$ cat src/hw/pwmt_regs.svh
`ifndef PWMT_REGS_SVH
`define PWMT_REGS_SVH

// Register byte offsets
`define PWMT_OFS_CLK      8'h60
`define PWMT_OFS_POL      8'h61
`define PWMT_OFS_SCALE    8'h62
`define PWMT_OFS_EN       8'h63
`define PWMT_OFS_CNT0     8'h64
`define PWMT_OFS_PER0     8'h68
`define PWMT_OFS_DTY0     8'h6C

// Clock select fields
`define PWMT_CLK_JOIN_LO  6
`define PWMT_CLK_JOIN_HI  7
`define PWMT_CLK_PCKA_LSB 4
`define PWMT_CLK_PCKB_LSB 0
`define PWMT_CLK_RD_MASK  8'hF7

// Polarity/source fields
`define PWMT_POL_SRC_LSB  4
`define PWMT_POL_POL_LSB  0

// Reset values
`define PWMT_RST_ZERO     8'h00
`define PWMT_RST_PER      8'hFF
`define PWMT_RST_DTY      8'hFF

// Widths
`define PWMT_DATA_W       8
`define PWMT_PRESC_W      7

`endif

$ cat src/hw/pwmt_pkg.sv
package pwmt_pkg;

    // Register port request, one cycle per access
    typedef struct packed {
        logic [7:0] addr;
        logic [7:0] wdata;
        logic       wr;
        logic       rd;
    } pwmt_bus_t;

    typedef logic [7:0] pwmt_byte_t;

endpackage

$ cat src/hw/pwmt_top.sv
// The plain strobed port was decided locally.
`timescale 1ns/1ps
`include "pwmt_regs.svh"
// How it works
// - Four channels, 8-bit counter, period, duty.
// - Period and duty buffered until rollover/disable.
// - Counter write loads buffered values immediately.
// - Period match ends period; duty match toggles.
// - Bits 7 and 6 join channel pairs.
// - Joined pair clocked by low-order channel source.
// - High byte on channel 1/3; pin 2/4.
// - High counter read freezes low byte one cycle.
// - Joined low counter write clears all; high ignored.
// - Clock A is E divided by 1..8.
// - Clock B is E over two-to-field.
// - Clock S: scale match, clear, divide by two.
// - Channels 3/4 choose S or B.
// - Channels 1/2 choose S or A.
// - Polarity picks start level; duty flips it.
// - Clock register layout; bit 3 reads zero.
// - Polarity register layout, resets to zero.
// - Enable gates clock, forces pin output.
// - Scale value zero divides by 256.
// - Duty zero or duty above period: constant.
module pwmt_top
    import pwmt_pkg::*;
#(
    parameter int CH_W = 8
) (
    // Clock and reset
    input  wire logic       clk_sys,
    input  wire logic       rst_b,
    // Register port
    input  wire pwmt_bus_t  bus_req,
    output logic [7:0]      rd_data,
    // Port pins
    output logic [3:0]      wave_out,
    output logic [3:0]      wave_oe
);

    if (CH_W != `PWMT_DATA_W) begin : g_chk
        $error("pwmt_top: channel width must match the byte-wide register map");
    end

    // Software registers
    pwmt_byte_t       clk_sel_q;
    pwmt_byte_t       pol_q;
    pwmt_byte_t       scale_q;
    logic [3:0]       en_q;
    pwmt_byte_t       per_w_q [4];
    pwmt_byte_t       dty_w_q [4];
    pwmt_byte_t       rd_data_q;
    logic [3:0]       wave_q;
    logic [3:0]       oe_q;

    // Clock generation state
    logic [`PWMT_PRESC_W-1:0] presc_q;
    pwmt_byte_t       sc_cnt_q;
    logic             sc_tog_q;

    // Per-channel views
    logic [3:0]       src_tick;
    logic [3:0]       ch_tick;
    logic [3:0]       cnt_wr;
    logic [3:0]       wave_d;
    logic [3:0]       oe_d;
    pwmt_byte_t       cnt_v [4];

    // Address decode
    wire [7:0]        base_ctl  = `PWMT_OFS_CLK;
    wire [7:0]        base_cnt  = `PWMT_OFS_CNT0;
    wire [7:0]        base_per  = `PWMT_OFS_PER0;
    wire [7:0]        base_dty  = `PWMT_OFS_DTY0;
    wire [1:0]        idx       = bus_req.addr[1:0];
    wire              is_ctl    = bus_req.addr[7:2] == base_ctl[7:2];
    wire              is_cnt    = bus_req.addr[7:2] == base_cnt[7:2];
    wire              is_per    = bus_req.addr[7:2] == base_per[7:2];
    wire              is_dty    = bus_req.addr[7:2] == base_dty[7:2];
    wire              wr_clk    = bus_req.wr && bus_req.addr == `PWMT_OFS_CLK;
    wire              wr_pol    = bus_req.wr && bus_req.addr == `PWMT_OFS_POL;
    wire              wr_scale  = bus_req.wr && bus_req.addr == `PWMT_OFS_SCALE;
    wire              wr_en     = bus_req.wr && bus_req.addr == `PWMT_OFS_EN;

    // Control register read view; bit 3 of the clock register is not stored
    wire pwmt_byte_t  ctl_v [4];
    assign ctl_v[0] = clk_sel_q & `PWMT_CLK_RD_MASK;
    assign ctl_v[1] = pol_q;
    assign ctl_v[2] = scale_q;
    assign ctl_v[3] = {4'h0, en_q};

    wire pwmt_byte_t  rd_mux = is_cnt ? cnt_v[idx]   :
                               is_per ? per_w_q[idx] :
                               is_dty ? dty_w_q[idx] :
                               is_ctl ? ctl_v[idx]   : `PWMT_RST_ZERO;

    // Prescaler taps: a tap for E/2^n fires when the low n bits are all ones
    wire [1:0]        pcka   = clk_sel_q[`PWMT_CLK_PCKA_LSB +: 2];
    wire [2:0]        pckb   = clk_sel_q[`PWMT_CLK_PCKB_LSB +: 3];
    wire [`PWMT_PRESC_W-1:0] mask_a = `PWMT_PRESC_W'((1 << pcka) - 1);
    wire [`PWMT_PRESC_W-1:0] mask_b = `PWMT_PRESC_W'((1 << pckb) - 1);
    wire              tick_a = (presc_q & mask_a) == mask_a;
    wire              tick_b = (presc_q & mask_b) == mask_b;

    // Scaled clock; a zero scale wraps the compare at 255, giving 256
    wire pwmt_byte_t  sc_last  = scale_q - 8'h01;
    wire              sc_match = tick_a && sc_cnt_q == sc_last;
    wire              tick_s   = sc_match && sc_tog_q;

    always_ff @(posedge clk_sys) begin
        if (!rst_b) begin
            presc_q  <= '0;
            sc_cnt_q <= `PWMT_RST_ZERO;
            sc_tog_q <= 1'b0;
        end else begin
            presc_q <= presc_q + `PWMT_PRESC_W'(1);
            if (sc_match) begin
                sc_cnt_q <= `PWMT_RST_ZERO;
                sc_tog_q <= ~sc_tog_q;
            end else if (tick_a) begin
                sc_cnt_q <= sc_cnt_q + 8'h01;
            end
        end
    end

    // Register writes
    always_ff @(posedge clk_sys) begin
        if (!rst_b) begin
            clk_sel_q <= `PWMT_RST_ZERO;
            pol_q     <= `PWMT_RST_ZERO;
            scale_q   <= `PWMT_RST_ZERO;
            en_q      <= 4'h0;
            for (int i = 0; i < 4; i++) begin
                per_w_q[i] <= `PWMT_RST_PER;
                dty_w_q[i] <= `PWMT_RST_DTY;
            end
        end else begin
            if (wr_clk) begin
                clk_sel_q <= bus_req.wdata & `PWMT_CLK_RD_MASK;
            end
            if (wr_pol) begin
                pol_q <= bus_req.wdata;
            end
            if (wr_scale) begin
                scale_q <= bus_req.wdata;
            end
            if (wr_en) begin
                en_q <= bus_req.wdata[3:0];
            end
            if (bus_req.wr && is_per) begin
                per_w_q[idx] <= bus_req.wdata;
            end
            if (bus_req.wr && is_dty) begin
                dty_w_q[idx] <= bus_req.wdata;
            end
        end
    end

    // Channel clock selection and gating
    for (genvar i = 0; i < 4; i++) begin : g_ch
        wire sel_s = pol_q[`PWMT_POL_SRC_LSB + i];
        if (i < 2) begin : g_lo
            assign src_tick[i] = sel_s ? tick_s : tick_a;
        end else begin : g_hi
            assign src_tick[i] = sel_s ? tick_s : tick_b;
        end
        // Ticks are single-cycle pulses, so gating never cuts one short
        assign ch_tick[i] = en_q[i] && src_tick[i];
        assign cnt_wr[i]  = bus_req.wr && is_cnt && idx == 2'(i);
    end

    // Channel pairs: high byte is the even index, low byte the odd index
    for (genvar p = 0; p < 2; p++) begin : g_pair
        localparam int H = 2 * p;
        localparam int L = 2 * p + 1;

        wire         joined = clk_sel_q[`PWMT_CLK_JOIN_LO + p];
        wire [15:0]  per_w  = {per_w_q[H], per_w_q[L]};
        wire [15:0]  dty_w  = {dty_w_q[H], dty_w_q[L]};
        logic [15:0] cnt_q;
        logic [15:0] cnt_d;
        logic [15:0] per_q;
        logic [15:0] per_d;
        logic [15:0] dty_q;
        logic [15:0] dty_d;
        logic [7:0]  snap_q;
        logic        hold_q;
        logic [1:0]  start8;

        wire roll16  = cnt_q == per_q;
        wire start16 = cnt_q < dty_q || dty_q >= per_q;
        wire hold_d  = joined && bus_req.rd && is_cnt && idx == 2'(H);

        always_comb begin
            logic roll8;
            roll8 = 1'b0;
            cnt_d = cnt_q;
            per_d = per_q;
            dty_d = dty_q;
            if (joined) begin
                // Clock and enable come from the low-order channel
                if (cnt_wr[L] || !en_q[L] || (ch_tick[L] && roll16)) begin
                    per_d = per_w;
                    dty_d = dty_w;
                end
                if (cnt_wr[L]) begin
                    cnt_d = 16'h0000;
                end else if (ch_tick[L]) begin
                    cnt_d = roll16 ? 16'h0000 : cnt_q + 16'h0001;
                end
            end else begin
                for (int b = 0; b < 2; b++) begin
                    roll8 = cnt_q[8*b +: 8] == per_q[8*b +: 8];
                    if (cnt_wr[L-b] || !en_q[L-b] || (ch_tick[L-b] && roll8)) begin
                        per_d[8*b +: 8] = per_w[8*b +: 8];
                        dty_d[8*b +: 8] = dty_w[8*b +: 8];
                    end
                    if (cnt_wr[L-b]) begin
                        cnt_d[8*b +: 8] = 8'h00;
                    end else if (ch_tick[L-b]) begin
                        cnt_d[8*b +: 8] = roll8 ? 8'h00 : cnt_q[8*b +: 8] + 8'h01;
                    end
                end
            end
        end

        for (genvar b = 0; b < 2; b++) begin : g_byte
            assign start8[b] = cnt_q[8*b +: 8] < dty_q[8*b +: 8] ||
                               dty_q[8*b +: 8] >= per_q[8*b +: 8];
        end

        // Start level equals the polarity bit; the duty match inverts it
        assign wave_d[L] = (joined ? start16 : start8[0]) ~^ pol_q[L];
        assign wave_d[H] = start8[1] ~^ pol_q[H];
        assign oe_d[L]   = en_q[L];
        assign oe_d[H]   = en_q[H] && !joined;
        assign cnt_v[H]  = cnt_q[15:8];
        assign cnt_v[L]  = hold_q ? snap_q : cnt_q[7:0];

        always_ff @(posedge clk_sys) begin
            if (!rst_b) begin
                cnt_q  <= 16'h0000;
                per_q  <= {`PWMT_RST_PER, `PWMT_RST_PER};
                dty_q  <= {`PWMT_RST_DTY, `PWMT_RST_DTY};
                snap_q <= `PWMT_RST_ZERO;
                hold_q <= 1'b0;
            end else begin
                cnt_q  <= cnt_d;
                per_q  <= per_d;
                dty_q  <= dty_d;
                snap_q <= cnt_q[7:0];
                hold_q <= hold_d;
            end
        end
    end

    // Output flops; pins driven only while their channel owns them
    always_ff @(posedge clk_sys) begin
        if (!rst_b) begin
            rd_data_q <= `PWMT_RST_ZERO;
            wave_q    <= 4'h0;
            oe_q      <= 4'h0;
        end else begin
            rd_data_q <= bus_req.rd ? rd_mux : `PWMT_RST_ZERO;
            wave_q    <= wave_d;
            oe_q      <= oe_d;
        end
    end

    assign rd_data  = rd_data_q;
    assign wave_out = wave_q;
    assign wave_oe  = oe_q;

endmodule

$ cat config.mk
export PLATFORM = sky130hd
export DESIGN_NAME = pwmt_top
export DESIGN_NICKNAME = d
export VERILOG_FILES = /design/src/hw/pwmt_pkg.sv /design/src/hw/pwmt_top.sv
export VERILOG_INCLUDE_DIRS = /design/src /design/src/hw
export SDC_FILE = /design/constraint.sdc
export NUM_CORES = 1
export LEC_CHECK = 0
export BUFFER_PORTS_ARGS = -buffer_cell sky130_fd_sc_hd__buf_4
export CAP_MARGIN = 40
export CORE_MARGIN = 2
export CORE_UTILIZATION = 42
export DETAILED_ROUTE_END_ITERATION = 8
export GPL_ROUTABILITY_DRIVEN = 1
export HOLD_SLACK_MARGIN = 0.06
export REMOVE_ABC_BUFFERS = 1
export SYNTH_ARGS = -nofsm -noshare
export SYNTH_HDL_FRONTEND = slang
export SYNTH_SLANG_ARGS = --single-unit
$ cat constraint.sdc
create_clock -name clk_sys -period 2.6 [get_ports clk_sys]
set_input_delay 0.13 -clock clk_sys [delete_from_list [all_inputs] [get_ports clk_sys]]
set_output_delay 0.13 -clock clk_sys [all_outputs]
set_load 0.02 [all_outputs]
Word-level counts from Yosys, hierarchy flattened
Memory sizes are Yosys's and may differ from the RTL's. Index checks and enable logic that the tools add are counted.

Bits in registers: 173. Bits in latches: 0. Memory bits (writable): 64. Bits in read-only memories: 0. Input bits: 20. Output and inout port bits: 16. Word-level logic and storage cells: 226. Memories: 2.

Add/subtract/negate cells: 11. Multiply operators: 0. Div/mod/pow operators: 0. Order comparisons: 13. Equality and inequality tests: 24. Shifts and indexed selects: 2. Muxes and demuxes: 67. Bitwise logic cells: 9. Reductions and logical operators: 72.

Memory list: dty_w_q (depth 4, bits a word 8, read ports 5, clocked after Yosys merged registers in 0, write ports 4, RTL line pwmt_top.sv:51) `pwmt_byte_t dty_w_q [4];`; per_w_q (depth 4, bits a word 8, read ports 5, clocked after Yosys merged registers in 0, write ports 4, RTL line pwmt_top.sv:50) `pwmt_byte_t per_w_q [4];`.

Operator list (number): $mux 16 (16); $mux 8 (32); $add 8x1->8 const B (5); $eq 8x8->1 (5); $add 16x1->16 const B (2); $bmux 8 s2 (2); $eq 16x16->1 (2); $eq 8x7->1 const B (4); $ge 16x16->1 (2); $ge 8x8->1 (4); $lt 16x16->1 (2); $lt 8x8->1 (4); $logic_and 1x1->1 (31); $eq 6x5->1 const B (4); $logic_or 1x1->1 (16); $reduce_or 8->1 (2); $mux 1 (15); $and 7x7->7 (2); $eq 7x7->1 (2); $reduce_and 2->1 (7); $sub 7x2->7 const B (2); $reduce_bool 2->1 (6); $sub 8x1->8 const B (1); $add 7x1->7 const B (1); other kinds (15) (29).

Longest topological paths before layout
Word-level depth: 12. Mapped depth: 12.

Least setup slack after synthesis
No wires, ideal clock.

Kind: register -> register. From: register scale_q[0]. To: register g_pair[1].cnt_q[9]. Setup time: 0.116 ns. Data arrival time: 2.766 ns. Required time: 2.484 ns. Setup slack: -0.283 ns. Stages on the path, launching flop included: 11. Path buffers: 1. Clock period less this slack: 2.883 ns. Path through: dfxtp_1 inv_1 ha_1 and3_2 or4_4 a2111o_1 or3_4 a22oi_4 buf_6 o211ai_1 o211a_1.

Word-level cells in the longest chain between the ends: 8. Elaborated cells between the ends (all ways): 11.

Ends and longest elaborated chain: start: declaration (RTL line pwmt_top.sv:48) `pwmt_byte_t scale_q;`; start signal: assignment (RTL line pwmt_top.sv:130) `` scale_q <= `PWMT_RST_ZERO; ``; start signal: assignment (RTL line pwmt_top.sv:144) `scale_q <= bus_req.wdata;`; $sub 8x1->8 (*) (RTL line pwmt_top.sv:105) `wire pwmt_byte_t sc_last = scale_q - 8'h01;`; $eq 8x8->1 (*) (RTL line pwmt_top.sv:106) `wire sc_match = tick_a && sc_cnt_q == sc_last;`; $logic_and 1x1->1 (*) (RTL line pwmt_top.sv:106); $logic_and 1x1->1 (*) (RTL line pwmt_top.sv:107) `wire tick_s = sc_match && sc_tog_q;`; $mux 1 (RTL line pwmt_top.sv:164) `assign src_tick[i] = sel_s ? tick_s : tick_b;`; $logic_and 1x1->1 (RTL line pwmt_top.sv:167) `assign ch_tick[i] = en_q[i] && src_tick[i];`; $ne 3x1->1 (no line) or $reduce_bool 3->1 (tied branches); $reduce_and 2->1 (no line) (*); end signal: assignment (RTL line pwmt_top.sv:247) `cnt_q <= cnt_d;`; end: declaration (RTL line pwmt_top.sv:179) `logic [15:0] cnt_q;`.

Every way passes the cells marked *; elsewhere a longest branch is shown, timed or not. A chain may end at the register's enable or synchronous reset.

Worst setup path after layout
From: register scale_q[1]. To: register g_pair[0].cnt_q[15].

Word-level cells in the longest chain between the ends: 8. Elaborated cells between the ends (all ways): 11.

Ends and longest elaborated chain: $sub 8x1->8 (*) (RTL line pwmt_top.sv:105); $eq 8x8->1 (*) (RTL line pwmt_top.sv:106); $logic_and 1x1->1 (*) (RTL line pwmt_top.sv:106); $logic_and 1x1->1 (*) (RTL line pwmt_top.sv:107); $mux 1 (RTL line pwmt_top.sv:162) `assign src_tick[i] = sel_s ? tick_s : tick_a;`; $logic_and 1x1->1 (RTL line pwmt_top.sv:167); $ne 3x1->1 (no line) or $reduce_bool 3->1 (tied branches); $reduce_and 2->1 (no line) (*); end signal: assignment (RTL line pwmt_top.sv:247); end: declaration (RTL line pwmt_top.sv:179).

Marks and branches as above.

==> results.py <==
metrics = {
    "clock_tree": {
        "cts_max_path_buffers": 3,
        "tritoncts_num_sinks": 237,
        "cts-root-buf": "sky130_fd_sc_hd__clkbuf_16",
        "clk_transition_reported_paths_ns": 0.06,
        "cts_tree": "yes",
        "clock_insertion_delay_worst_skew_ns": 0.55,
        "number_of_h_tree_levels": 1,
        "cts_buffers": 28,
    },
    "route": {
        "avg_vias_per_cell": 5.59,
        "detail-route-antenna-nets": 0,
        "routed_wire_length_per_instance_um": 21.3,
        "first_pass_iters": 5,
        "wirelength_mm": 39.7,
        "drc": 0,
        "via_count": 10400,
        "drtIter0Drc": 962,
    },
    "floorplan": {
        "boundaryPins": 36,
        "initial_core_util_pct": 42.5,
        "core_area_sq_mm": 0.0304,
        "die_w_um": 179,
        "fp.dieH_um": 179,
        "number_of_cell_rows": 64,
        "design.die.area_sq_mm": 0.0322,
    },
    "placed_design": {
        "placement.setup.worst_slack_ns": -0.405,
        "place.detailed.instances": 1790,
        "detailedPlacementHpwl_mm": 29.8,
        "place_area_sq_mm": 0.0141,
        "numPortBuffers": 35,
        "gp_routability_congestion": 0.928,
    },
    "yosys": {
        "synth_async_sr_flop_share_pct": 0,
        "synth.area.top_cells": "sky130_fd_sc_hd__dfxtp_1, sky130_fd_sc_hd__edfxtp_1, sky130_fd_sc_hd__ha_1",
        "synth_enable_flop_cells": 64,
        "netlist.area_leader.share_pct": 26.8,
        "ys_warn_count": 0,
        "synth_cell_types": 81,
        "synth_area_per_cell_sq_um": 9.69,
        "post-synth-top-area-cell": "sky130_fd_sc_hd__dfxtp_1",
        "syn_area_sq_mm": 0.0129,
        "synth_top_flop_cell": "sky130_fd_sc_hd__dfxtp_1",
        "synth.yosys.seq_area_share_pct": 41.7,
        "netlist_instances": 1333,
        "postSynthRegisterBits": 237,
    },
    "final_layout": {
        "non_filler_instance_count_after_layout": 1866,
        "final_design_area_no_fill_sq_mm": 0.0155,
        "antenna_cells": 0,
        "n_fill_cell": 2837,
        "finalCoreUtilization_pct": 50.9,
        "final_layout_size_suffix_gt1_share_pct": 19.7,
        "final_net_count": 1542,
        "area_added_between_synthesis_and_finish_pct": 19.8,
    },
    "worst_setup_path": {
        "startpoint_type": "flip-flop",
        "timing.setup.critical_path_class": "reg -> reg",
        "critical_path_arrival_ns": 3.33,
        "cp_max_fo": 6,
        "timing.critical_path.cells": "inv_1, ha_2, and3_2, or4_4, a2111o_1, buf_6, o31a_4, a211oi_4, a21oi_1, nor3_1",
        "critical_path.slowest_cell": "sky130_fd_sc_hd__or4_4",
        "timing.critical_path.to_type": "flip-flop",
        "crit_required_ns": 3.05,
        "critical-path-max-stage-delay_ns": 0.53,
        "critPathBufInv": 2,
        "crit_family": "compound AO/OA/AOI/OAI gates",
    },
    "global_route": {
        "antenna_found_initial": 0,
        "globalRoute.totalOverflow": 0,
        "grt_usage_pct": 23.8,
        "first_global_vias": 9837,
        "maximum_number_of_pins_on_one_net_before_global_route_repair": 59,
        "grt_pass1_wl_mm": 59.6,
    },
    "sta": {
        "min_period_over_period_pct": 111,
        "max-slew-margin-rel_pct": 50.9,
        "setup_violations": 91,
        "rsz0062_at_grt": "true",
        "worst_slew_pin_slew_ns": 0.731,
        "worst_skew_ns": 0.0104,
        "final_hold_viol_count": 0,
        "finalWorstSetupSlack_ns": -0.285,
        "maxClockFrequency_mhz": 347,
        "finalWorstPathRequiredPeriod_ns": 2.89,
        "final_max_slew_viol_count": 0,
    },
    "job": {
        "timing.max_cap.violations": 0,
    },
    "pwr": {
        "power-per-cell-area_mw_per_mm2": 540,
        "total_power_mw": 8.36,
        "leakage_power_of_the_design_nw": 6.40,
        "vdd_drop_max_uv": 580,
    },
    "status": {
        "failed_checks": "negative setup slack",
        "outcome": "complete, but fails checks",
    },
    "worst_hold_path": {
        "hp-class": "in -> reg",
    },
}
metal layers:
| metal | GRT usage (%) | wire, um | vias to the layer above |
|---|---|---|---|
| met5 | 0 | 0 | - |
| met4 | 7.51 | 1290 | 0 |
| met3 | 2.78 | 2490 | 50 |
| met2 | 39.2 | 18600 | 378 |
| met1 | 32.9 | 17300 | 5041 |
| li1 | - | - | 4970 |
sequential cells by signal, indices dropped and copies added, names as in the netlist:
| name | count |
|---|---|
| pol_q | 8 |
| dty_w_q | 32 |
| wave_oe | 4 |
| sc_tog_q | 1 |
| g_pair.per_q | 32 |
| en_q | 4 |
| g_pair.dty_q | 32 |
| presc_q | 7 |
| wave_out | 4 |
| scale_q | 8 |
| clk_sel_q | 7 |
| sc_cnt_q | 8 |
| g_pair.snap_q | 16 |
| rd_data | 8 |
| g_pair.hold_q | 2 |
| g_pair.cnt_q | 32 |
| per_w_q | 32 |
final cells by class:
type | count | area, sq um | share of cell area [%]
Multi-Input combinational cell | 933 | 7050 | 45.5
Timing Repair Buffer | 155 | 1330 | 8.61
Clock buffer | 42 | 815 | 5.26
Clock inverter | 9 | 43.8 | 0.283
Sequential cell | 237 | 5390 | 34.8
Inverter | 94 | 353 | 2.28
Tap cell | 396 | 495 | 3.20
worst reg2reg max path, delay by kind of cell (launching register included):
kind,cells,cell delay (ns)
compound gates,4,1.15
fa+ha+maj,1,0.17
buf+inv,2,0.21
flops,1,0.32
simple gates,3,0.95
final timing paths:
| kind | endpoint | start | slack (ns) | cells past startpoint |
|---|---|---|---|---|
| setup / recovery | g_pair[0].cnt_q[15] | scale_q[1] | -0.29 | 10 |
| hold / removal | g_pair[0].hold_q | bus_req[0] | 0.10 | 4 |
| setup reg to reg | g_pair[0].cnt_q[15] | scale_q[1] | -0.29 | 10 |
| hold reg to reg | sc_cnt_q[6] | sc_cnt_q[6] | 0.48 | 2 |
layout by cell type (no fill, tap or decap), types with 14 or more instances in the layout:
cell type | synthesis | routed
sky130_fd_sc_hd__nor3_1 | 19 | 15
sky130_fd_sc_hd__inv_1 | 93 | 93
sky130_fd_sc_hd__nand2b_1 | 32 | 31
sky130_fd_sc_hd__xnor2_1 | 33 | 33
sky130_fd_sc_hd__nand4_1 | 19 | 19
sky130_fd_sc_hd__dfxtp_1 | 173 | 170
sky130_fd_sc_hd__a21o_1 | 23 | 23
sky130_fd_sc_hd__buf_4 | 1 | 129
sky130_fd_sc_hd__nand3_1 | 24 | 24
sky130_fd_sc_hd__ha_1 | 73 | 72
sky130_fd_sc_hd__edfxtp_1 | 64 | 64
sky130_fd_sc_hd__o21ai_0 | 44 | 39
sky130_fd_sc_hd__or2_2 | 14 | 14
sky130_fd_sc_hd__nand2_1 | 139 | 139
sky130_fd_sc_hd__o22ai_1 | 18 | 18
sky130_fd_sc_hd__mux2_2 | 17 | 17
sky130_fd_sc_hd__mux2i_1 | 82 | 82
sky130_fd_sc_hd__xor2_1 | 27 | 27
sky130_fd_sc_hd__mux4_2 | 26 | 26
sky130_fd_sc_hd__clkbuf_16 | 0 | 30
sky130_fd_sc_hd__o211ai_1 | 22 | 22
sky130_fd_sc_hd__or3_1 | 34 | 33
sky130_fd_sc_hd__nor2_1 | 99 | 99
sky130_fd_sc_hd__a21oi_1 | 45 | 37
sky130_fd_sc_hd__and2_1 | 18 | 18
kinds of logic after synthesis:
logic type	after synthesis	synth area share, %
simple gates	444	17.0
flops	237	41.7
compound gates	230	12.4
buf+inv	163	5.22
mux	126	12.6
fa+ha+maj	73	7.07
xor+xnor	60	4.07
Yosys cell counts (all sizes together) (15+ instances only):
cell type / n
o22ai: 18
nand2b: 32
buf: 15
or3: 35
edfxtp: 64
dfxtp: 173
nor2: 99
clkbuf: 54
a21oi: 46
and2: 19
mux4: 27
xor2: 27
mux2: 17
nor3: 19
nand3: 24
mux2i: 82
nand4: 19
o211ai: 22
o21ai: 47
a21o: 23
ha: 73
inv: 93
nand2: 139
xnor2: 33
timing repair:
action / CTS / global route
endpoints found under the setup margin: 96 / 96
gates resized for setup: 20 / 35
hold buffers: 9 / 0
cloned: 1 / 1
buffers inserted: 13 / 1
pin swaps: 19 / 16
endpoints found under the hold margin: 91 / 0
power by group:
part / switching, mW / internal (mW)
sequential: 0.133 / 3.91
combinational: 0.358 / 0.276
clock: 1.54 / 2.14
total: 2.03 / 6.33
metrics by stage:
step,hold slack [ns],TNS (ns)
3_3_place_gp,0.470,-16.75
3_5_place_dp,0.474,-17.26
6_report,0.102,-10.41
5_1_grt,0.0955,-17.30
2_1_floorplan,0.192,-20.98
4_1_cts,0.0646,-17.64
Power figures use the tool's default switching activity.
